==> src/rtl/timer16_pwm_regs.svh <==
// constants of the 16-bit timer with waveform mode
`ifndef TIMER16_PWM_REGS_SVH
`define TIMER16_PWM_REGS_SVH
`define TMR_RELOAD_VALUE     16'hfffc
`define TMR_SINGLE_CAP_VALUE 16'hfffd
`define TMR_COUNT_MAX        16'hffff
`define TMR_COUNT_RESET      16'h0000
`define TMR_CMP_RESET        16'h8000
`define TMR_DIV2_LAST        3'h1
`define TMR_DIV4_LAST        3'h3
`define TMR_DIV8_LAST        3'h7
`define TMR_FLAG_CAP1        0
`define TMR_FLAG_CAP2        1
`define TMR_FLAG_CMP1        2
`define TMR_FLAG_CMP2        3
`define TMR_FLAG_OVF         4
`define TMR_FLAG_COUNT       5
`endif

==> src/rtl/timer16_pwm_pkg.sv <==
// types of the 16-bit timer with waveform mode
package timer16_pwm_pkg;
  typedef enum logic [1:0] {
    CLK_DIV4 = 2'b00,
    CLK_DIV2 = 2'b01,
    CLK_DIV8 = 2'b10,
    CLK_EXT  = 2'b11
  } clock_select_t;
  typedef enum logic [1:0] {
    MODE_COMPARE = 2'b00,
    MODE_SINGLE  = 2'b01,
    MODE_WAVE    = 2'b10
  } mode_t;
endpackage

==> src/rtl/timer16_pwm_lowpower_irq.sv <==
// 16-bit free-running timer with waveform mode, sleep handling and shared interrupt
`timescale 1ns/100ps
`default_nettype none
`include "timer16_pwm_regs.svh"
module timer16_pwm_lowpower_irq
  import timer16_pwm_pkg::*;
(
  input  wire logic        clk,
  input  wire logic        nrst,
  input  wire logic        waveformMode,
  input  wire logic        singlePulseSelect,
  input  wire logic        waveformPinEnable,
  input  wire logic        levelAfterPulseMatch,
  input  wire logic        levelAfterPeriodMatch,
  input  wire logic [1:0]  timerClockSelect,
  input  wire logic        captureEdgeFirst,
  input  wire logic        captureEdgeSecond,
  input  wire logic        captureIrqEnable,
  input  wire logic        compareIrqEnable,
  input  wire logic        overflowIrqEnable,
  input  wire logic        cpuIrqMask,
  input  wire logic        cmpSel,
  input  wire logic        cmpHighWr,
  input  wire logic        cmpLowWr,
  input  wire logic        cmpLowRd,
  input  wire logic [7:0]  cmpWrData,
  input  wire logic        statusRd,
  input  wire logic        capFirstLowAccess,
  input  wire logic        capSecondLowAccess,
  input  wire logic        counterLowAccess,
  input  wire logic        capturePinFirst,
  input  wire logic        capturePinSecond,
  input  wire logic        extClk,
  input  wire logic        waitMode,
  input  wire logic        haltMode,
  input  wire logic        haltWakeIrq,
  output logic             waveformPin,
  output logic             captureFlagFirst,
  output logic             captureFlagSecond,
  output logic             compareMatchFlagFirst,
  output logic             compareMatchFlagSecond,
  output logic             overflowFlag,
  output logic [15:0]      counterValue,
  output logic [15:0]      captureValueFirst,
  output logic [15:0]      captureValueSecond,
  output logic             timerIrq,
  output logic             wakeFromWait
);

  mode_t       mode_q;
  logic [2:0]  div_q;
  logic        extPrev_q;
  logic        capPrev1_q;
  logic        capPrev2_q;
  logic [15:0] counter_q;
  logic [15:0] pulseShadow_q;
  logic [15:0] periodShadow_q;
  logic [15:0] pulseActive_q;
  logic [15:0] periodActive_q;
  logic [1:0]  inhibit_q;
  logic [1:0]  haltArm_q;
  logic        pinLatch_q;
  logic [15:0] cap1_q;
  logic [15:0] cap2_q;
  logic [`TMR_FLAG_COUNT-1:0] flag_q;
  logic [`TMR_FLAG_COUNT-1:0] clrArm_q;
  logic [`TMR_FLAG_COUNT-1:0] flagSet;
  logic [`TMR_FLAG_COUNT-1:0] flagClr;
  logic        tick;
  logic        pulMatch;
  logic        perMatch;
  logic        edge1;
  logic        edge2;
  logic        singleStart;
  logic        irqD;
  logic        pin_q;
  logic        irq_q;
  logic        wake_q;

  function automatic logic cmpHit(input logic [15:0] cnt, input logic [15:0] val,
                                  input logic inhibit);
    cmpHit = (cnt == val) && !inhibit;
  endfunction

  function automatic logic edgeSeen(input logic now, input logic prev, input logic rising);
    edgeSeen = rising ? (now && !prev) : (!now && prev);
  endfunction

  // waveform mode takes priority over single pulse mode
  always_ff @(posedge clk or negedge nrst)
  begin
    if (!nrst)
      mode_q <= MODE_COMPARE;
    else
    begin
      case ({waveformMode, singlePulseSelect})
        2'b10, 2'b11: mode_q <= MODE_WAVE;
        2'b01:        mode_q <= MODE_SINGLE;
        2'b00:        mode_q <= MODE_COMPARE;
        default:      mode_q <= MODE_COMPARE;
      endcase
    end
  end

  // prescaler and external clock edge; both stop in deep sleep
  always_ff @(posedge clk or negedge nrst)
  begin
    if (!nrst)
    begin
      div_q     <= 3'h0;
      extPrev_q <= 1'b0;
    end
    else if (!haltMode)
    begin
      div_q     <= div_q + 3'h1;
      extPrev_q <= extClk;
    end
  end

  always_comb
  begin
    case (clock_select_t'(timerClockSelect))
      CLK_DIV4: tick = (div_q[1:0] == 2'(`TMR_DIV4_LAST));
      CLK_DIV2: tick = (div_q[0] == 1'(`TMR_DIV2_LAST));
      CLK_DIV8: tick = (div_q == `TMR_DIV8_LAST);
      CLK_EXT:  tick = extClk && !extPrev_q;
      default:  tick = 1'b0;
    endcase
    if (haltMode)
      tick = 1'b0;
  end

  // matches are judged once per tick, on the count about to be left
  assign pulMatch = tick && mode_q != MODE_COMPARE ? cmpHit(counter_q, pulseActive_q, inhibit_q[0])
                  : tick && cmpHit(counter_q, pulseActive_q, inhibit_q[0]);
  assign perMatch = tick && mode_q == MODE_WAVE
                 && cmpHit(counter_q, periodActive_q, inhibit_q[1]);
  assign edge1 = !haltMode && edgeSeen(capturePinFirst, capPrev1_q, captureEdgeFirst);
  assign edge2 = !haltMode && edgeSeen(capturePinSecond, capPrev2_q, captureEdgeSecond);
  assign singleStart = edge1 && mode_q == MODE_SINGLE;

  always_ff @(posedge clk or negedge nrst)
  begin
    if (!nrst)
    begin
      capPrev1_q <= 1'b0;
      capPrev2_q <= 1'b0;
    end
    else
    begin
      capPrev1_q <= capturePinFirst;
      capPrev2_q <= capturePinSecond;
    end
  end

  // counter: reload on period match, start of single pulse, else count and wrap
  always_ff @(posedge clk or negedge nrst)
  begin
    if (!nrst)
      counter_q <= `TMR_COUNT_RESET;
    else if (perMatch || singleStart)
      counter_q <= `TMR_RELOAD_VALUE;
    else if (tick)
      counter_q <= counter_q + 16'h0001;
  end

  // software side of the compare values; high byte suspends the channel
  always_ff @(posedge clk or negedge nrst)
  begin
    if (!nrst)
    begin
      pulseShadow_q  <= `TMR_CMP_RESET;
      periodShadow_q <= `TMR_CMP_RESET;
      inhibit_q      <= 2'b00;
    end
    else
    begin
      if (cmpHighWr && !cmpSel)
        pulseShadow_q[15:8] <= cmpWrData;
      if (cmpLowWr && !cmpSel)
        pulseShadow_q[7:0] <= cmpWrData;
      if (cmpHighWr && cmpSel)
        periodShadow_q[15:8] <= cmpWrData;
      if (cmpLowWr && cmpSel)
        periodShadow_q[7:0] <= cmpWrData;
      if (cmpHighWr)
        inhibit_q[cmpSel] <= 1'b1;
      else if (cmpLowWr)
        inhibit_q[cmpSel] <= 1'b0;
    end
  end

  // in waveform mode the working copies change only at the period boundary,
  // so a half-written period value never shapes a pulse; a half-written pulse value can be copied
  always_ff @(posedge clk or negedge nrst)
  begin
    if (!nrst)
    begin
      pulseActive_q  <= `TMR_CMP_RESET;
      periodActive_q <= `TMR_CMP_RESET;
    end
    else if (mode_q != MODE_WAVE || perMatch)
    begin
      pulseActive_q  <= pulseShadow_q;
      periodActive_q <= periodShadow_q;
    end
  end

  // pin latch: period level wins when both matches coincide
  always_ff @(posedge clk or negedge nrst)
  begin
    if (!nrst)
      pinLatch_q <= 1'b0;
    else if (perMatch || singleStart)
      pinLatch_q <= levelAfterPeriodMatch;
    else if (pulMatch)
      pinLatch_q <= levelAfterPulseMatch;
  end

  always_ff @(posedge clk or negedge nrst)
  begin
    if (!nrst)
      pin_q <= 1'b0;
    else if (!haltMode)
      pin_q <= waveformPinEnable && pinLatch_q;
  end

  // event sources for the five flags
  always_comb
  begin
    flagSet = '0;
    flagSet[`TMR_FLAG_CAP1] = perMatch || (edge1 && mode_q != MODE_WAVE)
                           || (haltWakeIrq && haltArm_q[0]);
    flagSet[`TMR_FLAG_CAP2] = edge2 || (haltWakeIrq && haltArm_q[1]);
    flagSet[`TMR_FLAG_CMP1] = pulMatch && mode_q == MODE_COMPARE;
    flagSet[`TMR_FLAG_CMP2] = tick && mode_q != MODE_WAVE
                           && cmpHit(counter_q, periodActive_q, inhibit_q[1]);
    flagSet[`TMR_FLAG_OVF]  = tick && counter_q == `TMR_COUNT_MAX
                           && !perMatch && !singleStart;
    flagClr = '0;
    flagClr[`TMR_FLAG_CAP1] = capFirstLowAccess;
    flagClr[`TMR_FLAG_CAP2] = capSecondLowAccess;
    flagClr[`TMR_FLAG_CMP1] = (cmpLowWr || cmpLowRd) && !cmpSel;
    flagClr[`TMR_FLAG_CMP2] = (cmpLowWr || cmpLowRd) && cmpSel;
    flagClr[`TMR_FLAG_OVF]  = counterLowAccess;
  end

  // two-step clear: status read with flag seen, then the low-byte access;
  // a new event in the clearing cycle keeps the flag set
  genvar g;
  generate
    for (g = 0; g < `TMR_FLAG_COUNT; g++)
    begin : gFlag
      always_ff @(posedge clk or negedge nrst)
      begin
        if (!nrst)
        begin
          flag_q[g]   <= 1'b0;
          clrArm_q[g] <= 1'b0;
        end
        else
        begin
          if (flagSet[g])
            flag_q[g] <= 1'b1;
          else if (clrArm_q[g] && flagClr[g])
            flag_q[g] <= 1'b0;
          if (statusRd && flag_q[g])
            clrArm_q[g] <= 1'b1;
          else if (flagClr[g])
            clrArm_q[g] <= 1'b0;
        end
      end
    end
  endgenerate

  // captures; in deep sleep an edge only arms, the value is taken at wake
  always_ff @(posedge clk or negedge nrst)
  begin
    if (!nrst)
    begin
      cap1_q    <= `TMR_COUNT_RESET;
      cap2_q    <= `TMR_COUNT_RESET;
      haltArm_q <= 2'b00;
    end
    else
    begin
      if (haltMode && edgeSeen(capturePinFirst, capPrev1_q, captureEdgeFirst)
          && mode_q == MODE_COMPARE)
        haltArm_q[0] <= 1'b1;
      else if (haltWakeIrq)
        haltArm_q[0] <= 1'b0;
      if (haltMode && edgeSeen(capturePinSecond, capPrev2_q, captureEdgeSecond))
        haltArm_q[1] <= 1'b1;
      else if (haltWakeIrq)
        haltArm_q[1] <= 1'b0;
      if (singleStart)
        cap1_q <= `TMR_SINGLE_CAP_VALUE;
      else if ((edge1 && mode_q == MODE_COMPARE) || (haltWakeIrq && haltArm_q[0]))
        cap1_q <= counter_q;
      if (edge2 || (haltWakeIrq && haltArm_q[1]))
        cap2_q <= counter_q;
    end
  end

  // one shared request; only light sleep is left by it
  assign irqD = !cpuIrqMask && (
                (captureIrqEnable && (flag_q[`TMR_FLAG_CAP1] || flag_q[`TMR_FLAG_CAP2]))
             || (compareIrqEnable && (flag_q[`TMR_FLAG_CMP1] || flag_q[`TMR_FLAG_CMP2]))
             || (overflowIrqEnable && flag_q[`TMR_FLAG_OVF]));

  always_ff @(posedge clk or negedge nrst)
  begin
    if (!nrst)
    begin
      irq_q  <= 1'b0;
      wake_q <= 1'b0;
    end
    else
    begin
      irq_q  <= irqD;
      wake_q <= waitMode && irqD;
    end
  end

  assign waveformPin            = pin_q;
  assign captureFlagFirst       = flag_q[`TMR_FLAG_CAP1];
  assign captureFlagSecond      = flag_q[`TMR_FLAG_CAP2];
  assign compareMatchFlagFirst  = flag_q[`TMR_FLAG_CMP1];
  assign compareMatchFlagSecond = flag_q[`TMR_FLAG_CMP2];
  assign overflowFlag           = flag_q[`TMR_FLAG_OVF];
  assign counterValue           = counter_q;
  assign captureValueFirst      = cap1_q;
  assign captureValueSecond     = cap2_q;
  assign timerIrq               = irq_q;
  assign wakeFromWait           = wake_q;
endmodule
`default_nettype wire

==> config.mk <==
export PLATFORM = sky130hd
export DESIGN_NAME = timer16_pwm_lowpower_irq
export DESIGN_NICKNAME = d
export VERILOG_FILES = /design/src/rtl/timer16_pwm_pkg.sv /design/src/rtl/timer16_pwm_lowpower_irq.sv
export VERILOG_INCLUDE_DIRS = /design/src /design/src/rtl
export SDC_FILE = /design/constraint.sdc
export NUM_CORES = 1
export LEC_CHECK = 0
export BUFFER_PORTS_ARGS = -buffer_cell sky130_fd_sc_hd__buf_2
export CELL_PAD_IN_SITES_DETAIL_PLACEMENT = 0
export CELL_PAD_IN_SITES_GLOBAL_PLACEMENT = 1
export CORE_AREA = 2 2 120 152
export DETAILED_ROUTE_END_ITERATION = 12
export DIE_AREA = 0 0 122 154
export GPL_TIMING_DRIVEN = 0
export PLACE_DENSITY_LB_ADDON = 0.1
export REMOVE_ABC_BUFFERS = 1
export SLEW_MARGIN = 20
export SYNTH_ARGS = -nofsm -noshare
export SYNTH_HDL_FRONTEND = slang
export SYNTH_SLANG_ARGS = --single-unit
==> constraint.sdc <==
create_clock -name clk -period 2.04 [get_ports clk]
set_input_delay 0.51 -clock clk [delete_from_list [all_inputs] [get_ports clk]]
set_output_delay 0.51 -clock clk [all_outputs]
set_load 0.02 [all_outputs]
==> results of run 1 <==
==> metrics by stage <==
stage / hold slack, ps / power [mW]
6_report: 23.2 / 9.98
5_1_grt: 58.0 / 10.6
4_1_cts: 39.8 / 10.0
3_5_place_dp: 468 / 6.77
3_3_place_gp: 458 / 6.71
2_1_floorplan: 214 / 5.72
==> state kept, by name (all words and copies together), names as in the netlist, 2 cells and up, named ones only <==
| name | count |
|---|---|
| pulseActive_q | 16 |
| captureValueSecond | 16 |
| counterValue | 16 |
| haltArm_q | 2 |
| captureValueFirst | 16 |
| periodActive_q | 16 |
| pulseShadow_q | 16 |
| div_q | 3 |
| mode_q | 2 |
| clrArm_q | 5 |
| periodShadow_q | 16 |
==> worst paths after layout <==
check	end	start	slack (ps)
hold reg to reg	register	register	480
setup reg to reg	periodActive_q[1]$_DFFE_PN0P_	div_q[1]$_DFFE_PN0N_	-80
max in group asynchronous	pulseShadow_q[15]$_DFFE_PN1P_	nrst	1240
min in group clk	capPrev2_q$_DFF_PN0_	capturePinSecond	220
hold / removal	wakeFromWait$_DFF_PN0_	nrst	20
setup / recovery	periodActive_q[1]$_DFFE_PN0P_	div_q[1]$_DFFE_PN0N_	-80
==> cell type report <==
type,count,area share
tap,224,0.0365
timing repair buffer,125,0.101
inverter,10,0.00488
multi-input combinational,310,0.336
sequential,138,0.453
clock inverter,3,0.00521
clock buffer,25,0.0645
==> timing repair <==
action                                  4_1_cts  5_1_grt
pin swaps                                    11       12
buffers inserted                             20       12
endpoints found under the setup margin       67       66
cloned                                        3        0
hold buffers                                  0        0
resized for setup                            50        6
==> cell usage after synthesis, drive strengths merged (2+ instances only) <==
master and number:
buf 19, xor2 11, nor4 2, a21oi 2, nor3b 2, nand3b 2, xnor2 36, and2 2
dfrtp 134, and3 5, nand2 67, o21ai 13, nand3 26, ha 3, mux2 84, nand2b 4
nor2b 3, a31oi 2, a21boi 3, nor3 8, inv 10, nand4 11, dfstp 4, a22o 4
nor2 7, clkbuf 12
==> layer usage <==
| metal | part of all wire | GRT usage | vias up |
|---|---|---|---|
| met3 | 0.030 | 0.0364 | 15 |
| met2 | 0.50 | 0.277 | 76 |
| met1 | 0.45 | 0.221 | 2035 |
| met4 | 0.017 | 0.0608 | 0 |
| met5 | 0 | 0 | - |
| li1 | - | - | 1894 |
==> logic make-up (layout without fill, tap and decap cells) <==
| family | count (synthesis) | after routing | synth area share |
|---|---|---|---|
| buffers and inverters | 41 | 163 | 0.0320 |
| AOI/OAI and AO/OA | 32 | 32 | 0.0370 |
| and+or+nand+nor | 141 | 144 | 0.119 |
| muxes | 84 | 84 | 0.159 |
| DFF | 138 | 138 | 0.578 |
| xor gates and xnor gates | 47 | 47 | 0.0688 |
| adders and majority gates | 3 | 3 | 0.00628 |
==> placed cells by master, fill, tap and decap left out, types with 3 or more instances in the layout <==
cell type and count:
nand2_1 66, inv_1 10, clkbuf_8 4, xnor2_2 5, nor3_4 3, dfrtp_2 16, clkbuf_1 4, mux2_2 80
xor2_1 11, xnor2_1 31, nand2b_1 3, nand2_8 4, nand3_1 24, o21ai_0 13, mux2_4 4, dfrtp_1 118
nor2_1 6, buf_2 91, a21boi_0 3, dfstp_2 4, and3_1 3, nand4_1 11, nor3_1 3, clkbuf_16 17
a22o_1 3, buf_4 28
==> power breakdown <==
group          leakage [nW]  switching (mW)  internal, mW
Clock                 0.265            1.06          1.77
Combinational          1.56            1.62          1.43
Sequential             1.63           0.615          3.48
Total                  3.46            3.30          6.68
==> impl_metrics.py, run 1 <==
metrics = {
    "clock_network": {
        "ctsLongestPathBuffers": 2,
        "cts_max_level": 4,
        "cts_root_buffer": "clkbuf_16",
        "cts_buffers": 17,
        "cts_tree": "done",
        "clk_pin_slew_worst_paths_ps": 50,
        "clk_latency_ps": 420,
        "cts_num_sinks": 138,
    },
    "finish": {
        "n_fill_cell": 1672,
        "final_nets": 642,
        "fin_cells": 835,
        "finalInstanceArea_mm2": 0.00769,
        "num_antenna_cells": 0,
        "final_core_util": 0.446,
        "area_delta_synth_final_pct": 28.5,
        "ff_latch_area_mm2": 0.00348,
        "final_layout_size_suffix_gt1_frac": 0.465,
        "multi_input_area_mm2": 0.00258,
    },
    "worst_setup_path": {
        "path_max_fanout": 8,
        "r2r_cells": 8,
        "path_delay_family": "compound AO/OA/AOI/OAI gates",
        "crit_path_cell_trace": "ha_4 -> ha_4 -> a211oi_4 -> nor3_4 -> nand3_4 -> buf_12 -> nand2_8 -> mux2_4",
        "worstPathArrival_ps": 2420,
        "path_buf_inv": 1,
        "end_kind": "register",
        "cp_common_cell": "ha_4",
        "required_ps": 2340,
        "max_stage_delay_ps": 430,
        "path_class": "reg2reg",
        "startpoint_type": "register",
        "cp_num_cells": 8,
        "crit_slowest_cell": "a211oi_4",
    },
    "placement": {
        "dp_cells": 773,
        "hpwl_um": 9570,
        "dpl_cell_area_mm2": 0.00662,
        "gp_congestion": 0.719,
        "portBuffers": 92,
        "pre_cts_slack_ps": -970,
    },
    "synthesis": {
        "syn_area_mm2": 0.00598,
        "synth_cells": 486,
        "synthDistinctLibCells": 47,
        "ys_seq_elements": 138,
        "synth_area_leader_cell": "dfrtp_1",
        "synth_edf_count": 0,
        "yosysWarnings": 0,
        "async_reset_ff_frac": 1.00,
        "ys.flop_type": "dfrtp_1",
        "avgSynthCellArea_um2": 12.3,
        "synth_area_leaders": "dfrtp_1 (56%), mux2_2 (16%), xnor2_1 (5.3%), nand2_1 (4.1%), nand3_1 (2.1%)",
        "seq_area_frac_synth": 0.578,
        "synth_top_area_share": 0.561,
    },
    "timing": {
        "tightest_slew_ps": 992,
        "finalSetupViolations": 34,
        "min_period_ps": 2120,
        "max_slew_margin": 0.338,
        "fin_worst_skew_ps": 6.24,
        "fin_ws_ps": -82.6,
        "drv_slew": 0,
        "fmaxAchievable_mhz": 471,
        "setup_tns_ps": -1720,
        "post-route-period-util": 1.04,
        "rsz0062_at_grt": "yes",
        "finalHoldViolCount": 0,
    },
    "floorplanning": {
        "core_area_mm2": 0.0172,
        "ios": 93,
        "fp.dieW_um": 122,
        "rows": 54,
        "die_h_um": 154,
        "die_area_mm2": 0.0188,
        "start_util": 0.347,
    },
    "job": {
        "max_cap_violations": 0,
    },
    "global_route": {
        "track_usage": 0.170,
        "grt_max_degree": 74,
        "grt_pass1_wl_um": 23600,
        "antenna_found_initial": 0,
        "grt_overflow": 0,
        "grt_pass1_vias": 4130,
    },
    "route": {
        "drc": 0,
        "ant_nets": 0,
        "routed_wl_um": 14700,
        "drt_pass1_iterations": 4,
        "via_per_inst": 4.81,
        "drt_iter0_drc": 171,
        "vias": 4020,
        "wl_per_cell_um": 17.6,
    },
    "status": {
        "status": "finished, violations left",
        "violations": "setup timing",
    },
    "hold_path": {
        "hold_path_class": "in2async",
    },
    "pwr": {
        "power_density_mw_per_mm2": 1300,
        "p_leak_nw": 3.46,
        "ir_worst_vdd_mv": 0.604,
    },
}
Power figures use the tool's default switching activity.
==> run 2: changes to the inputs <==
--- a/config.mk
+++ b/config.mk
@@ -9,11 +9,11 @@
 export BUFFER_PORTS_ARGS = -buffer_cell sky130_fd_sc_hd__buf_2
 export CELL_PAD_IN_SITES_DETAIL_PLACEMENT = 0
 export CELL_PAD_IN_SITES_GLOBAL_PLACEMENT = 1
-export CORE_AREA = 2 2 120 152
+export CORE_AREA = 2 2 113 142
 export DETAILED_ROUTE_END_ITERATION = 12
-export DIE_AREA = 0 0 122 154
+export DIE_AREA = 0 0 115 144
 export GPL_TIMING_DRIVEN = 0
-export PLACE_DENSITY_LB_ADDON = 0.1
+export PLACE_DENSITY = 0.76
 export REMOVE_ABC_BUFFERS = 1
 export SLEW_MARGIN = 20
 export SYNTH_ARGS = -nofsm -noshare
==> run 2 against run 1 <==
  * The flow still finishes with violations (setup timing)
  * Critical path depth up 1
  * Register-to-register slack better by 40 ps
  * Via count up 1.5%
  * Die area down 12%
  * Clock skew up 3.9 ps
  * Clock power up 20%
  * Global-route usage up 1.1 points
  * Maximum frequency up 2.2%
  * Final area up 0.75%
  * Sequential cell count unchanged
  * Combinational power down 2%
  * First-iteration DRC count up 63%
  * Largest power group unchanged
  * Highest routed layer unchanged
==> impl_metrics.py, run 2 (same netlist as run 1, synthesis figures left out) <==
metrics = {
    "route": {
        "via_per_inst": 5.13,
        "vias": 4082,
        "drt_iter0_drc": 279,
        "wl_met2_um": 7530,
        "routed_wl_um": 14400,
        "wl_met3_um": 580,
        "drc": 0,
        "drt_pass1_iterations": 4,
        "wl_per_cell_um": 18.1,
        "ant_nets": 0,
        "top_layer": "met4",
        "wl_met1_um": 5920,
    },
    "global_route": {
        "grt_max_degree": 72,
        "antenna_found_initial": 0,
        "grt_overflow": 0,
        "grt_pass1_wl_um": 22500,
        "grt_pass1_vias": 4148,
        "track_usage": 0.181,
    },
    "finish": {
        "layout_common_cells": "dfrtp_1 (119), buf_2 (92), mux2_2 (81), nand2_1 (66), xnor2_1 (30)",
        "mostFrequentLayoutCell": "dfrtp_1",
        "fin_cells": 795,
        "final_layout_size_suffix_gt1_frac": 0.474,
        "num_antenna_cells": 0,
        "area_delta_synth_final_pct": 29.5,
        "final_nets": 637,
    },
    "timing": {
        "post-route-period-util": 1.02,
        "fmaxAchievable_mhz": 481,
        "drv_slew": 0,
        "fin_ws_ps": -37.6,
        "finalSetupViolations": 26,
        "min_period_ps": 2080,
        "rsz0062_at_grt": "yes",
        "fin_worst_skew_ps": 10.2,
        "finalHoldViolCount": 0,
        "max_slew_margin": 0.390,
        "setup_tns_ps": -368,
        "tightest_slew_ps": 913,
    },
    "clock_network": {
        "ctsHoldBuffers": 0,
        "clk_pin_slew_worst_paths_ps": 60,
        "cts_buffers": 17,
        "cts_tree": "done",
        "cts_root_buffer": "clkbuf_16",
        "cts_num_sinks": 138,
        "clk_latency_ps": 410,
        "cts_max_level": 4,
        "ctsLongestPathBuffers": 2,
    },
    "floorplanning": {
        "rows": 51,
        "start_util": 0.390,
        "die_area_mm2": 0.0166,
        "die_h_um": 144,
        "ios": 93,
        "fp.dieW_um": 115,
        "core_area_mm2": 0.0153,
    },
    "placement": {
        "hpwl_um": 9230,
        "portBuffers": 92,
        "pre_cts_slack_ps": -867,
        "dp_cells": 734,
        "gp_congestion": 0.751,
    },
    "worst_setup_path": {
        "end_kind": "register",
        "path_max_fanout": 8,
        "critPathLaunch": "div_q[1]$_DFFE_PN0N_",
        "required_ps": 2330,
        "worstPathArrival_ps": 2370,
        "startpoint_type": "register",
        "r2r_start": "div_q[1]$_DFFE_PN0N_",
        "path_class": "reg2reg",
    },
    "status": {
        "status": "finished, violations left",
        "violations": "setup timing",
    },
    "pwr": {
        "ir_worst_vdd_mv": 0.697,
        "power_density_mw_per_mm2": 1360,
        "p_leak_nw": 3.51,
    },
    "hold_path": {
        "hold_path_class": "in2async",
    },
    "job": {
        "max_cap_violations": 0,
    },
}
==> run 2: changes by cell type in the layout (fill, tap and decap cells not counted), moves of 2 or more <==
cell	previous run	this run
bufinv_16	1	5
nor3_2	2	4
nor3_1	3	1
buf_4	28	21
clkbuf_1	4	1
==> run 2: path summary, 6_finish.rpt <==
check	end	slack, ps	depth (start not counted)
setup / recovery	captureFlagFirst$_DFFE_PN0P_	-40	9
hold / removal	extPrev_q$_DFFE_PN0N_	50	1
setup reg to reg	captureFlagFirst$_DFFE_PN0P_	-40	9
hold reg to reg	captureValueSecond[10]$_DFFE_PN0P_	470	2
max in group asynchronous	counterValue[3]$_DFFE_PN0P_	1230	2
min in group clk	capPrev2_q$_DFF_PN0_	220	1
==> run 2: layout make-up <==
cell class	count	area [um^2]
fillers	1327	7570
well taps	185	231
inverters	10	37.5
flip-flops and latches	138	3480
multi-input cells	310	2590
clock buffers	21	470
repair buffers	120	743
clock inverters	11	190
==> run 2: metal layers <==
layer,global-route usage,up-vias
met1,0.219,2071
met4,0.0761,0
met2,0.308,112
met5,0,-
li1,-,1883
met3,0.0432,16
==> run 2: report_power, final <==
| part | switching [mW] | total, mW | internal (mW) |
|---|---|---|---|
| logic | 1.61 | 3.01 | 1.41 |
| clock network | 1.14 | 3.40 | 2.27 |
| registers | 0.644 | 4.12 | 3.47 |
| total | 3.39 | 10.5 | 7.14 |
==> run 2: per-stage QoR <==
step	utilization	power (mW)	cell area, um^2	hold slack (ps)
finish	0.506	10.5	7740	50.8
global route	0.506	11.1	7740	83.7
CTS	0.492	10.5	7540	61.4
detailed placement	0.428	6.74	6560	466
global placement	0.426	6.63	6520	457
floorplan	-	5.72	5830	214
==> run 2: critical path: stages (launching register included) <==
cell and delay [ps]:
dfrtp_1 380, ha_2 210, ha_4 160, a211oi_4 290, nor3_4 70, buf_6 130
nand3_4 110, buf_12 150, nand2_8 90, a221o_1 350
==> run 2: what timing repair did <==
| item | CTS | global route |
|---|---|---|
| setup endpoints to repair | 71 | 61 |
| gates cloned | 0 | 3 |
| pin swaps | 5 | 8 |
| resized for setup | 41 | 17 |
| buffers inserted | 19 | 7 |
==> run 3: changes to the inputs <==
--- a/config.mk
+++ b/config.mk
@@ -10,6 +10,7 @@
 export CELL_PAD_IN_SITES_DETAIL_PLACEMENT = 0
 export CELL_PAD_IN_SITES_GLOBAL_PLACEMENT = 1
 export CORE_AREA = 2 2 113 142
+export CTS_BUF_LIST = sky130_fd_sc_hd__clkbuf_2
 export DETAILED_ROUTE_END_ITERATION = 12
 export DIE_AREA = 0 0 115 144
 export GPL_TIMING_DRIVEN = 0
==> run 3 against run 2 <==
  * The run still ends with setup timing left
  * Sequential cell count stayed put
  * First-iteration DRC count is 5.0% higher
  * Sequential share of layout area is 1.4 points higher
  * Clock-buffer cell count is 3 lower
  * Total power is 13% lower
  * Non-clock buffer count is 15 higher
  * Final cell count is 1.9% higher
  * Worst setup slack worse by 45 ps
  * Critical path depth is 3 lower
  * Hold slack better by 39 ps
  * Core utilization is 1.6 points lower
  * Combinational power is 3% higher
==> impl_metrics.py, run 3 (same netlist as run 1, synthesis figures left out) <==
metrics = {
    "job": {
        "max_cap_violations": 0,
    },
    "status": {
        "violations": "setup timing",
        "status": "finished, violations left",
    },
    "finish": {
        "mostFrequentLayoutCell": "dfrtp_1",
        "final_nets": 651,
        "n_fill_cell": 1378,
        "final_layout_size_suffix_gt1_frac": 0.466,
        "layout_common_cells": "dfrtp_1 (118), buf_2 (87), mux2_2 (81), nand2_1 (66), xnor2_1 (31)",
        "area_delta_synth_final_pct": 25.5,
        "finalInstanceArea_mm2": 0.00751,
        "final_core_util": 0.490,
    },
    "floorplanning": {
        "ios": 93,
        "rows": 51,
        "fp.dieW_um": 115,
        "start_util": 0.390,
        "die_area_mm2": 0.0166,
        "core_area_mm2": 0.0153,
        "die_h_um": 144,
    },
    "placement": {
        "pre_cts_slack_ps": -867,
        "portBuffers": 92,
        "dpl_cell_area_mm2": 0.00656,
        "hpwl_um": 9230,
        "gp_congestion": 0.751,
    },
    "worst_setup_path": {
        "path_class": "reg2reg",
        "path_max_fanout": 9,
        "worstPathArrival_ps": 2690,
        "startpoint_type": "register",
        "end_kind": "register",
        "required_ps": 2610,
    },
    "global_route": {
        "grt_pass1_vias": 4249,
        "grt_pass1_wl_um": 22800,
        "grt_overflow": 0,
        "grt_max_degree": 72,
        "antenna_found_initial": 1,
        "track_usage": 0.181,
    },
    "timing": {
        "tightest_slew_ps": 942,
        "fin_worst_skew_ps": 35.5,
        "finalHoldViolCount": 0,
        "fin_ws_ps": -82.5,
        "fin_hold_ws_ps": 90.1,
        "fmaxAchievable_mhz": 471,
        "min_period_ps": 2120,
        "finalSetupViolations": 42,
        "rsz0062_at_grt": "yes",
        "max_slew_margin": 0.370,
        "drv_slew": 0,
        "post-route-period-util": 1.04,
    },
    "route": {
        "drt_pass1_iterations": 4,
        "routed_wl_um": 14400,
        "ant_nets": 0,
        "wl_per_cell_um": 17.8,
        "via_per_inst": 5.11,
        "wl_met2_um": 7760,
        "wl_met1_um": 5990,
        "top_layer": "met4",
        "wl_met3_um": 456,
        "drc": 0,
        "vias": 4140,
        "drt_iter0_drc": 293,
    },
    "pwr": {
        "power_density_mw_per_mm2": 1220,
        "p_leak_nw": 3.42,
        "ir_worst_vdd_mv": 0.396,
    },
    "clock_network": {
        "clk_latency_ps": 670,
        "cts_tree": "done",
        "cts_root_buffer": "clkbuf_2",
        "cts_num_sinks": 138,
        "cts_max_level": 4,
        "cts_buffers": 17,
        "ctsLongestPathBuffers": 2,
        "clk_pin_slew_worst_paths_ps": 190,
    },
    "hold_path": {
        "hold_path_class": "in2reg",
    },
}
-- run 3: cell types whose count changed in the layout (fill, tap and decap cells not counted), sizes merged --
| cell | before | now |
|---|---|---|
| clkbuf | 21 | 18 |
| buf | 120 | 126 |
| nand2 | 70 | 69 |
| dlygate4sd3 | 0 | 9 |
| diode | 0 | 1 |
| clkinv | 4 | 7 |
-- run 3: timing repair --
action | 4_1_cts | 5_1_grt
pin swaps | 6 | 2
hold buffers | 8 | 1
endpoints found under the setup margin | 86 | 60
cloned | 0 | 2
setup buffers | 23 | 9
endpoints found under the hold margin | 71 | 1
gates resized for setup | 50 | 17
-- run 3: final timing paths --
kind / start / end / slack [ps] / cells after the start
max in group asynchronous: nrst / counterValue[0]$_DFFE_PN0P_ / 940 / 3
worst max register to register: counterValue[3]$_DFFE_PN0P_ / pinLatch_q$_DFFE_PN0P_ / -80 / 6
worst min register to register: captureValueSecond[10]$_DFFE_PN0P_ / captureValueSecond[10]$_DFFE_PN0P_ / 500 / 2
min in group asynchronous: nrst / extPrev_q$_DFFE_PN0N_ / 370 / 2
worst max-delay path: counterValue[3]$_DFFE_PN0P_ / pinLatch_q$_DFFE_PN0P_ / -80 / 6
worst min-delay path: extClk / extPrev_q$_DFFE_PN0N_ / 90 / 2
-- run 3: where the power goes --
part | internal [mW] | total [mW] | switching, mW | leakage [nW]
combinational | 1.50 | 3.09 | 1.60 | 1.62
sequential | 3.46 | 4.13 | 0.671 | 1.63
clock | 0.920 | 1.90 | 0.985 | 0.171
-- run 3: metal layers --
metal,global-route usage,up-vias
met5,0,-
met4,0.0659,0
met3,0.0386,13
met2,0.315,91
met1,0.222,2118
li1,-,1918
-- run 3: cell type report --
type,instances,area [um^2],area share
Sequential cell,138,3480,0.463
Multi-Input combinational cell,309,2540,0.338
Timing Repair Buffer,135,925,0.123
Tap cell,185,231,0.0308
Clock inverter,14,201,0.0268
Clock buffer,18,90.1,0.0120
Inverter,10,37.5,0.00500
Antenna cell,1,2.50,0.000333
-- run 3: worst max-delay path, cell delays in order, from the launching register on --
cell     delay [ps]
dfrtp_2         540
xnor2_1         170
nand3_1         140
nor3_4          300
nand3_4         180
o31a_4          400
mux2_4          300
-- run 3: through the flow --
step	cells	TNS (ps)	power, mW
2_1_floorplan	455	-8140	5.72
3_3_place_gp	732	-238430	6.63
3_5_place_dp	734	-44680	6.74
4_1_cts	797	-320	9.05
5_1_grt	810	-5720	9.66
6_report	810	-990	9.13
